**src/hw/cts_map.vh**
```
// register offsets, field positions and encodings of the touch sense counter
`ifndef CTS_MAP_VH
`define CTS_MAP_VH
`define CTS_ADDR_MAIN      12'h000
`define CTS_ADDR_CHAN      12'h004
`define CTS_ADDR_GTCTL     12'h008
`define CTS_ADDR_FTCTL     12'h00C
`define CTS_ADDR_FTCNT     12'h010
`define CTS_ADDR_GTCNT     12'h014
`define CTS_ADDR_W         12
`define CTS_MAIN_EN        7
`define CTS_MAIN_RNG_HI    3
`define CTS_MAIN_RNG_LO    2
`define CTS_MAIN_DIR       1
`define CTS_MAIN_XSEL      0
`define CTS_GT_CS_HI       7
`define CTS_GT_CS_LO       6
`define CTS_GT_GE          5
`define CTS_GT_TM          4
`define CTS_GT_ON          0
`define CTS_FT_CS          0
`define CTS_RNG_OFF        2'h0
`define CTS_GT_CS_OSC      2'h3
`define CTS_CH_W           4
`define CTS_FT_W           8
`define CTS_GT_W           16
`define CTS_NCH            16
`define CTS_ZERO32         32'h00000000
`define CTS_ZERO8          8'h00
`define CTS_ZERO16         16'h0000
`define CTS_ONE8           8'h01
`define CTS_ONE16          16'h0001
`endif

```
**src/hw/cts_touch_counter.v**
```verilog
// capacitive touch sense front end with two oscillator-clocked timers
//
// Overview of operation
// - sixteen sense inputs, four-bit channel select
// - enabled module with range not 00 drives oscillator on selected pin
// - read-only oscillator current direction status bit
// - two-bit field gives three current settings
// - oscillator clocks first or gated timer
// - ext select set, clock select clear: first timer
// - gated timer clock field 11 selects oscillator
// - gated timer off, free, or gate controlled
// - enable bit clear shuts the module off
// - range 00 off; 01/10/11 low/medium/high
// - disabled module connects no sense channel
// - status one sourcing, zero sinking
//
// Decided for this implementation: the APB slave port and the placing of the registers.
`timescale 1ns/1ns
`include "cts_map.vh"
module cts_touch_counter (
    input  wire        i_clk,
    input  wire        i_rst,
    input  wire        i_psel,
    input  wire        i_penable,
    input  wire        i_pwrite,
    input  wire [31:0] i_paddr,
    input  wire [31:0] i_pwdata,
    output reg  [31:0] o_prdata,
    output reg         o_pready,
    output reg         o_pslverr,
    input  wire        i_osc_wave,
    input  wire        i_osc_sourcing,
    input  wire        i_gate,
    output reg  [15:0] o_sense_pin_connect,
    output reg  [1:0]  o_osc_current_range,
    output reg         o_osc_enable
);
    reg                    sense_module_enable_ff;
    reg  [1:0]             osc_current_range_ff;
    reg                    first_timer_ext_source_sel_ff;
    reg  [`CTS_CH_W-1:0]   sense_channel_select_ff;
    reg  [1:0]             gated_timer_clock_sel_ff;
    reg                    gated_timer_gate_enable_ff;
    reg                    gate_toggle_mode_ff;
    reg                    gated_timer_on_ff;
    reg                    first_timer_clock_sel_ff;
    reg  [7:0]             first_cnt_ff;
    reg  [15:0]            gated_cnt_ff;
    reg                    toggle_ff;
    reg  [31:0]            nxt_prdata;
    reg                    nxt_pslverr;
    wire                   osc_lvl;
    wire                   osc_rise;
    wire                   dir_lvl;
    wire                   gate_lvl;
    wire                   gate_rise;
    wire                   osc_run;
    wire                   ft_pulse;
    wire                   gt_pulse;
    wire                   gt_gate_open;
    wire                   gt_count;
    wire                   acc;
    wire                   wr;
    wire [`CTS_ADDR_W-1:0] addr;

    assign addr = i_paddr[`CTS_ADDR_W-1:0];
    assign acc  = i_psel & i_penable & ~o_pready;
    assign wr   = acc & i_pwrite & ~nxt_pslverr;

    cts_edge_sync u_osc_sync (
        .i_clk   (i_clk),
        .i_rst   (i_rst),
        .i_async (i_osc_wave),
        .o_level (osc_lvl),
        .o_rise  (osc_rise)
    );
    cts_edge_sync u_dir_sync (
        .i_clk   (i_clk),
        .i_rst   (i_rst),
        .i_async (i_osc_sourcing),
        .o_level (dir_lvl),
        .o_rise  ()
    );
    cts_edge_sync u_gate_sync (
        .i_clk   (i_clk),
        .i_rst   (i_rst),
        .i_async (i_gate),
        .o_level (gate_lvl),
        .o_rise  (gate_rise)
    );

    // oscillator live only when enabled and range not off
    assign osc_run  = sense_module_enable_ff & (osc_current_range_ff != `CTS_RNG_OFF);
    // one count per synchronised rising edge
    assign ft_pulse = osc_run & osc_rise & first_timer_ext_source_sel_ff
                      & ~first_timer_clock_sel_ff;
    assign gt_pulse = osc_run & osc_rise
                      & (gated_timer_clock_sel_ff == `CTS_GT_CS_OSC);
    assign gt_gate_open = gate_toggle_mode_ff ? toggle_ff : gate_lvl;
    assign gt_count = gated_timer_on_ff & (~gated_timer_gate_enable_ff | gt_gate_open)
                      & gt_pulse;

    // apb read mux and error decode
    always @* begin
        nxt_prdata  = `CTS_ZERO32;
        nxt_pslverr = 1'b0;
        case (addr)
            `CTS_ADDR_MAIN: begin
                nxt_prdata[`CTS_MAIN_EN]                      = sense_module_enable_ff;
                nxt_prdata[`CTS_MAIN_RNG_HI:`CTS_MAIN_RNG_LO] = osc_current_range_ff;
                nxt_prdata[`CTS_MAIN_DIR]  = dir_lvl;
                nxt_prdata[`CTS_MAIN_XSEL] = first_timer_ext_source_sel_ff;
            end
            `CTS_ADDR_CHAN: begin
                nxt_prdata[`CTS_CH_W-1:0] = sense_channel_select_ff;
            end
            `CTS_ADDR_GTCTL: begin
                nxt_prdata[`CTS_GT_CS_HI:`CTS_GT_CS_LO] = gated_timer_clock_sel_ff;
                nxt_prdata[`CTS_GT_GE] = gated_timer_gate_enable_ff;
                nxt_prdata[`CTS_GT_TM] = gate_toggle_mode_ff;
                nxt_prdata[`CTS_GT_ON] = gated_timer_on_ff;
            end
            `CTS_ADDR_FTCTL: begin
                nxt_prdata[`CTS_FT_CS] = first_timer_clock_sel_ff;
            end
            `CTS_ADDR_FTCNT: begin
                nxt_prdata[`CTS_FT_W-1:0] = first_cnt_ff;
            end
            `CTS_ADDR_GTCNT: begin
                nxt_prdata[`CTS_GT_W-1:0] = gated_cnt_ff;
            end
            default: begin
                nxt_pslverr = 1'b1;
            end
        endcase
        if (|i_paddr[31:`CTS_ADDR_W]) begin
            nxt_pslverr = 1'b1;
        end
    end

    // apb slave: one wait state, answer in second access cycle
    always @(posedge i_clk) begin
        if (i_rst) begin
            o_pready  <= 1'b0;
            o_pslverr <= 1'b0;
            o_prdata  <= `CTS_ZERO32;
        end else begin
            o_pready  <= acc;
            o_pslverr <= acc & nxt_pslverr;
            o_prdata  <= (acc & ~i_pwrite & ~nxt_pslverr) ? nxt_prdata : `CTS_ZERO32;
        end
    end

    // control registers
    always @(posedge i_clk) begin
        if (i_rst) begin
            sense_module_enable_ff        <= 1'b0;
            osc_current_range_ff          <= `CTS_RNG_OFF;
            first_timer_ext_source_sel_ff <= 1'b0;
            sense_channel_select_ff       <= {`CTS_CH_W{1'b0}};
            gated_timer_clock_sel_ff      <= 2'h0;
            gated_timer_gate_enable_ff    <= 1'b0;
            gate_toggle_mode_ff           <= 1'b0;
            gated_timer_on_ff             <= 1'b0;
            first_timer_clock_sel_ff      <= 1'b1;
        end else if (wr) begin
            case (addr)
                `CTS_ADDR_MAIN: begin
                    sense_module_enable_ff        <= i_pwdata[`CTS_MAIN_EN];
                    osc_current_range_ff          <= i_pwdata[`CTS_MAIN_RNG_HI:`CTS_MAIN_RNG_LO];
                    first_timer_ext_source_sel_ff <= i_pwdata[`CTS_MAIN_XSEL];
                end
                `CTS_ADDR_CHAN: begin
                    sense_channel_select_ff <= i_pwdata[`CTS_CH_W-1:0];
                end
                `CTS_ADDR_GTCTL: begin
                    gated_timer_clock_sel_ff   <= i_pwdata[`CTS_GT_CS_HI:`CTS_GT_CS_LO];
                    gated_timer_gate_enable_ff <= i_pwdata[`CTS_GT_GE];
                    gate_toggle_mode_ff        <= i_pwdata[`CTS_GT_TM];
                    gated_timer_on_ff          <= i_pwdata[`CTS_GT_ON];
                end
                `CTS_ADDR_FTCTL: begin
                    first_timer_clock_sel_ff <= i_pwdata[`CTS_FT_CS];
                end
                default: begin
                end
            endcase
        end
    end

    // counters: a write clears or loads, a write wins over a count
    always @(posedge i_clk) begin
        if (i_rst) begin
            first_cnt_ff <= `CTS_ZERO8;
            gated_cnt_ff <= `CTS_ZERO16;
            toggle_ff    <= 1'b0;
        end else begin
            if (wr && addr == `CTS_ADDR_FTCNT) begin
                first_cnt_ff <= i_pwdata[`CTS_FT_W-1:0];
            end else if (ft_pulse) begin
                first_cnt_ff <= first_cnt_ff + `CTS_ONE8;
            end
            if (wr && addr == `CTS_ADDR_GTCNT) begin
                gated_cnt_ff <= i_pwdata[`CTS_GT_W-1:0];
            end else if (gt_count) begin
                gated_cnt_ff <= gated_cnt_ff + `CTS_ONE16;
            end
            // toggle flop cleared while toggle mode is off
            if (!gate_toggle_mode_ff) begin
                toggle_ff <= 1'b0;
            end else if (gate_rise) begin
                toggle_ff <= ~toggle_ff;
            end
        end
    end

    // analog mux and oscillator drive
    always @(posedge i_clk) begin
        if (i_rst) begin
            o_sense_pin_connect <= `CTS_ZERO16;
            o_osc_current_range <= `CTS_RNG_OFF;
            o_osc_enable        <= 1'b0;
        end else begin
            o_sense_pin_connect <= sense_module_enable_ff
                ? (`CTS_ONE16 << sense_channel_select_ff) : `CTS_ZERO16;
            o_osc_current_range <= sense_module_enable_ff
                ? osc_current_range_ff : `CTS_RNG_OFF;
            o_osc_enable        <= osc_run;
        end
    end
endmodule // cts_touch_counter

```
**src/hw/cts_edge_sync.v**
```verilog
// two-flop synchroniser with rising edge pulse
`timescale 1ns/1ns
module cts_edge_sync (
    input  wire i_clk,
    input  wire i_rst,
    input  wire i_async,
    output wire o_level,
    output wire o_rise
);
    reg meta_ff;
    reg sync_ff;
    reg prev_ff;
    always @(posedge i_clk) begin
        if (i_rst) begin
            meta_ff <= 1'b0;
            sync_ff <= 1'b0;
            prev_ff <= 1'b0;
        end else begin
            meta_ff <= i_async;
            sync_ff <= meta_ff;
            prev_ff <= sync_ff;
        end
    end
    assign o_level = sync_ff;
    assign o_rise  = sync_ff & ~prev_ff;
endmodule // cts_edge_sync

```
**config.mk**
```make
export PLATFORM = sky130hd
export DESIGN_NAME = cts_touch_counter
export DESIGN_NICKNAME = d
export VERILOG_FILES = /design/src/hw/cts_touch_counter.v /design/src/hw/cts_edge_sync.v
export VERILOG_INCLUDE_DIRS = /design/src /design/src/hw
export SDC_FILE = /design/constraint.sdc
export NUM_CORES = 1
export LEC_CHECK = 0
export ABC_CLOCK_PERIOD_IN_PS = 3200
export BUFFER_PORTS_ARGS = -buffer_cell sky130_fd_sc_hd__buf_2
export CAP_MARGIN = 20
export CORE_UTILIZATION = 50
export DETAILED_ROUTE_END_ITERATION = 10
export GPL_TIMING_DRIVEN = 1
export PLACE_DENSITY_LB_ADDON = 0.3
export SLEW_MARGIN = 5
export SYNTH_ARGS = -nofsm -noshare
export SYNTH_HDL_FRONTEND = slang
export SYNTH_SLANG_ARGS = --single-unit
export TNS_END_PERCENT = 1
```
**constraint.sdc**
```tcl
create_clock -name i_clk -period 3.2 [get_ports i_clk]
set_input_delay 0.8 -clock i_clk [delete_from_list [all_inputs] [get_ports i_clk]]
set_output_delay 0.8 -clock i_clk [all_outputs]
set_load 0.01 [all_outputs]
```
==> metrics, run 1 <==
Synth warnings 0; DPL Wire Length 6460 um; synth cell count leaders dfxtp_1, nor2_1, mux2i_1, nand2_1; count of final setup violators 0; RSZ-0062 raised after global routing no; Crit. End Element register; CTS Root Cell clkbuf_8; core area 7290 um^2; vias in the first global route 2893; vias 3172; TritonCTS buffer count 9; Hold Fails Final Rpt 0; outcome finished, final reports clean; syn avg cell area 9.65 um^2; Syn Std Cell Area 3800 um^2; post-route ant nets 0; port bufs 92; Final Cycle Share 0.777; first-iteration detailed-routing DRC count 259; CTS tree yes; antenna violations before repair 0; Max clock buf depth 2; post-synthesis register bit count 84; Antenna diodes 0; CP max stage cell or4_4; die height 89.2 um; Post-synth EDFFs 0; setup bufs post-CTS 0; layout cell share with drive strength beyond 1 0.294; hold crit path type register to register; Pwr Total 1.99 mW; final wirelength 8690 um; All-Layer GR Usage 0.231; DRC 0; Top Family by Delay on Critical Path simple AND/OR/NAND/NOR gates; first drt pass iteration count 4; critical path data required time 3.42 ns; crit path kind input pin to register; Worst Clk Skew 0.0118 ns; worst-margin pin slew 0.722 ns; Max Cap Viol 0; max_slew headroom 0.517; clk slew on worst S/H paths 0.08 ns; area grow syn2layout 18.5%; first-pass GRT wire length 14000 um; DR vias/cell 5.39; count leader, synth dfxtp_1; Max rail drop VDD 276 uV; row cnt 31; routed length per instance 14.8 um; Top Ports 125; register area share after synthesis 0.442; max incr delay on CP 0.59 ns; min cycle time layout 2.49 ns; Max FO, Critical Path 17; largest net degree at the start of global routing 51; synth top area cells dfxtp_1, nor2_1, mux2i_1, a211oi_2, buf_4; # H-tree levels 3; Clk Latency, worst-skew pair 0.35 ns; Post-synth ARST share 0; gr ovfl total 0; Syn Inst Count 394; Static Leak 1.89 nW; CTS sink cnt 84; setup TNS 0 ns; Startpoint Class input pin; Peak Freq 402 MHz; area share of the largest cell type after synthesis 0.442; Initial Util 0.522; PwrDens 441 nW/um^2; post-cts repair resize count 0; fin. max-slew vios 0; Synth Flop Type dfxtp_1; Chip Width 89.2 um; GP Congestion 0.844; cts hold-fix bufs 0; CP Cell Sequence buf_2 -> or4_4 -> nor4_4 -> nand4_4 -> nor2_1 -> a211oi_2; synth unique cells 50; final net count 559; arrival time worst endpoint 2.70 ns; die area 7960 um^2; biggest area consumer among synthesized cells dfxtp_1; WP buf/inv 1
worst reg2reg max path: stages (launching register included):
cell and delay [ns]:
dfxtp_1 0.40, ha_1 0.28, nand4_1 0.14, a2111oi_2 0.64
nand4_1 0.20, xor2_1 0.18, a211oi_2 0.20
logic make-up (layout without fill, tap and decap cells):
family / after synthesis / count (layout) / share of synthesized area
compound gates: 36 / 36 / 0.0901
flops: 84 / 84 / 0.442
fa+ha+maj: 2 / 2 / 0.00658
simple gates: 184 / 184 / 0.270
buf+inv: 39 / 120 / 0.0605
mux: 26 / 26 / 0.0789
xor+xnor: 22 / 22 / 0.0507
other cells: 1 / 16 / 0.000986
metrics by stage:
step           cell area (um^2)  worst slack [ns]   util  hold slack [ns]  instances
2_1_floorplan              3860             0.698      -            0.414        409
3_3_place_gp               4280             0.404  0.587            0.420        573
3_5_place_dp               4280             0.369  0.587            0.432        573
4_1_cts                    4510             0.729  0.618            0.452        589
5_1_grt                    4510             0.627  0.618            0.470        589
6_report                   4510             0.712  0.618            0.446        589
layout make-up:
cell class | count | area (um^2)
timing repair buffer | 98 | 505
multi-input combinational | 286 | 1950
sequential | 84 | 1680
tap | 99 | 124
inverter | 6 | 22.5
clock inverter | 5 | 83.8
clock buffer | 11 | 141
fill | 662 | 2790
flip-flops by register name, indices dropped and copies added, names as in the netlist, 2 cells and up:
| name | count |
|---|---|
| o_prdata | 16 |
| sense_channel_select_ff | 4 |
| gated_timer_clock_sel_ff | 2 |
| first_cnt_ff | 8 |
| o_osc_current_range | 2 |
| gated_cnt_ff | 16 |
| o_sense_pin_connect | 16 |
| osc_current_range_ff | 2 |
worst paths after layout:
kind,end,from,slack [ns],cells past startpoint
worst max-delay path,gated_cnt_ff[7],i_paddr[9],0.71,6
worst min-delay path,u_gate_sync.o_level,u_gate_sync.meta_ff,0.45,1
worst max register to register,gated_cnt_ff[8],gated_cnt_ff[0],1.08,6
worst min register to register,u_gate_sync.o_level,u_gate_sync.meta_ff,0.45,1
power breakdown:
| part | total [mW] | leakage [nW] | switching (mW) | internal, mW |
|---|---|---|---|---|
| clock | 0.843 | 0.106 | 0.379 | 0.464 |
| sequential | 1.05 | 0.678 | 0.00196 | 1.05 |
| combinational | 0.0942 | 1.11 | 0.0561 | 0.0381 |
layer usage:
metal  global-route usage  vias up  part of all wire
met5                    0        -                 0
met4               0.0693        0             0.012
met3               0.0471        9             0.054
met2                0.378      115              0.48
met1                0.309     1498              0.46
li1                     -     1550                 -
placed cells by master (no fill, tap or decap), types with 5 or more instances in the layout:
| master | n |
|---|---|
| a211oi_1 | 5 |
| a211oi_2 | 12 |
| and3_1 | 16 |
| buf_2 | 92 |
| buf_4 | 6 |
| clkbuf_8 | 10 |
| conb_1 | 16 |
| dfxtp_1 | 84 |
| inv_1 | 6 |
| mux2i_1 | 21 |
| nand2_1 | 19 |
| nand2b_1 | 5 |
| nand3_1 | 14 |
| nand4_1 | 7 |
| nor2_1 | 59 |
| nor2b_1 | 12 |
| nor3_1 | 10 |
| nor4_1 | 17 |
| xnor2_1 | 12 |
| xor2_1 | 10 |
Note: power is estimated with default switching activity, not from simulation.
==> run 2: changes to the inputs <==
--- a/config.mk
+++ b/config.mk
@@ -6,7 +6,7 @@
 export SDC_FILE = /design/constraint.sdc
 export NUM_CORES = 1
 export LEC_CHECK = 0
-export ABC_CLOCK_PERIOD_IN_PS = 3200
+export ABC_CLOCK_PERIOD_IN_PS = 2600
 export BUFFER_PORTS_ARGS = -buffer_cell sky130_fd_sc_hd__buf_2
 export CAP_MARGIN = 20
 export CORE_UTILIZATION = 50
==> constraint.sdc (replaced) <==
create_clock -name i_clk -period 2.6 [get_ports i_clk]
set_input_delay 0.65 -clock i_clk [delete_from_list [all_inputs] [get_ports i_clk]]
set_output_delay 0.65 -clock i_clk [all_outputs]
set_load 0.01 [all_outputs]
==> run 2 against run 1 <==
  * Final cell count rose by 0.68%
  * Total power rose by 14%
  * Worst setup slack got worse by 0.37 ns
  * Highest routed layer unchanged
  * Critical path type unchanged
==> metrics, run 2 (synthesis results as in run 1) <==
min cycle time layout 2.26 ns; Peak Freq 443 MHz; worst-margin pin slew 0.722 ns; gr ovfl total 0; final wirelength 8570 um; CTS sink cnt 84; count of final setup violators 0; Crit. End Element register; vias in the first global route 2813; area grow syn2layout 19.1%; Worst Clk Skew 0.0102 ns; DPL Wire Length 6470 um; r2r endpoint gated_cnt_ff[8]; largest net degree at the start of global routing 50; Chip Width 89.2 um; CTS Root Cell clkbuf_8; Startpoint Class input pin; commonest non-fill, non-tap cells in the layout buf_2, dfxtp_1, nor2_1; die area 7960 um^2; Inst Count DP 577; Multi-input gate area 1950 um^2; crit path kind input pin to register; Max clock buf depth 2; Max rail drop VDD 254 uV; Max Cap Viol 0; Final Cycle Share 0.867; Hold Crit Start u_gate_sync.meta_ff; WHS Endpoint u_gate_sync.o_level; vias 3209; Initial Util 0.522; row cnt 31; # H-tree levels 3; fin area 4530 um^2; GP Congestion 0.842; Clk Latency, worst-skew pair 0.37 ns; R2R cell count 6; Hold Fails Final Rpt 0; dpl ws -0.0384 ns; fin worst setup slack 0.345 ns; post-cts repair resize count 0; CTS tree yes; first drt pass iteration count 4; R2R Setup Slk 0.46 ns; clk slew on worst S/H paths 0.08 ns; post-route ant nets 0; Antenna diodes 0; core area 7290 um^2; hold crit path type register to register; die height 89.2 um; Max FO, Critical Path 5; arrival time worst endpoint 2.48 ns; DR vias/cell 5.41; antenna violations before repair 0; All-Layer GR Usage 0.230; Static Leak 1.91 nW; RSZ-0062 raised after global routing no; hold depth 1; first-pass GRT wire length 13800 um; cts hold-fix bufs 0; layout cell share with drive strength beyond 1 0.302; TritonCTS buffer count 9; setup bufs post-CTS 0; max_slew headroom 0.517; Finished Layout Cells 593; filler cell count 628; most common cell after layout, fill and taps aside buf_2; first-iteration detailed-routing DRC count 272; r2r startpoint gated_cnt_ff[0]; fin. max-slew vios 0; final net count 563; sequential cell area 1680 um^2; outcome finished, final reports clean; routed length per instance 14.5 um; CP Launch Point i_paddr[9]; Top Ports 125; port bufs 92; Pwr Total 2.26 mW; PwrDens 499 nW/um^2; DRC 0; Area after DPL 4350 um^2; final core utilization 0.621; setup TNS 0 ns; critical path data required time 2.83 ns; Top Registers gated_cnt_ff (16), o_prdata (16), o_sense_pin_connect (16); Hold WS 0.442 ns
## run 2: how the worst max path moves through the flow
stage                                              to  slack [ns]  depth (start not counted)
after global routing                  gated_cnt_ff[8]        0.24                          6
final                     gated_timer_clock_sel_ff[1]        0.34                          6
after floorplan                       first_cnt_ff[1]        0.25                          6
after global placement               gated_cnt_ff[11]       0.005                          6
after detailed placement              gated_cnt_ff[8]       -0.04                          6
after CTS                             gated_cnt_ff[8]        0.35                          6
## run 2: cell type report
cell class	instances	area share
multi-input combinational	286	0.430
sequential	84	0.371
timing repair buffer	102	0.126
clock buffer	9	0.0273
tap	99	0.0273
clock inverter	7	0.0127
inverter	6	0.00497
## run 2: critical path: stages
cell     delay (ns)
buf_2          0.10
or4_4          0.59
nor4_2         0.39
and4_1         0.45
mux2i_1        0.24
nor2_1         0.05
## run 2: layer usage
metal  global-route usage  wire length, um  vias to the layer above
met5                    0                0                        -
met4               0.0808              122                        0
met3               0.0600              575                       12
met2                0.366             4070                      129
met1                0.303             3800                     1499
li1                     -                -                     1569
## run 2: power breakdown
group / internal, mW / switching (mW) / total [mW] / leakage (nW)
registers: 1.29 / 0.00241 / 1.29 / 0.678
logic: 0.0479 / 0.0681 / 0.116 / 1.14
clock network: 0.357 / 0.492 / 0.849 / 0.0829
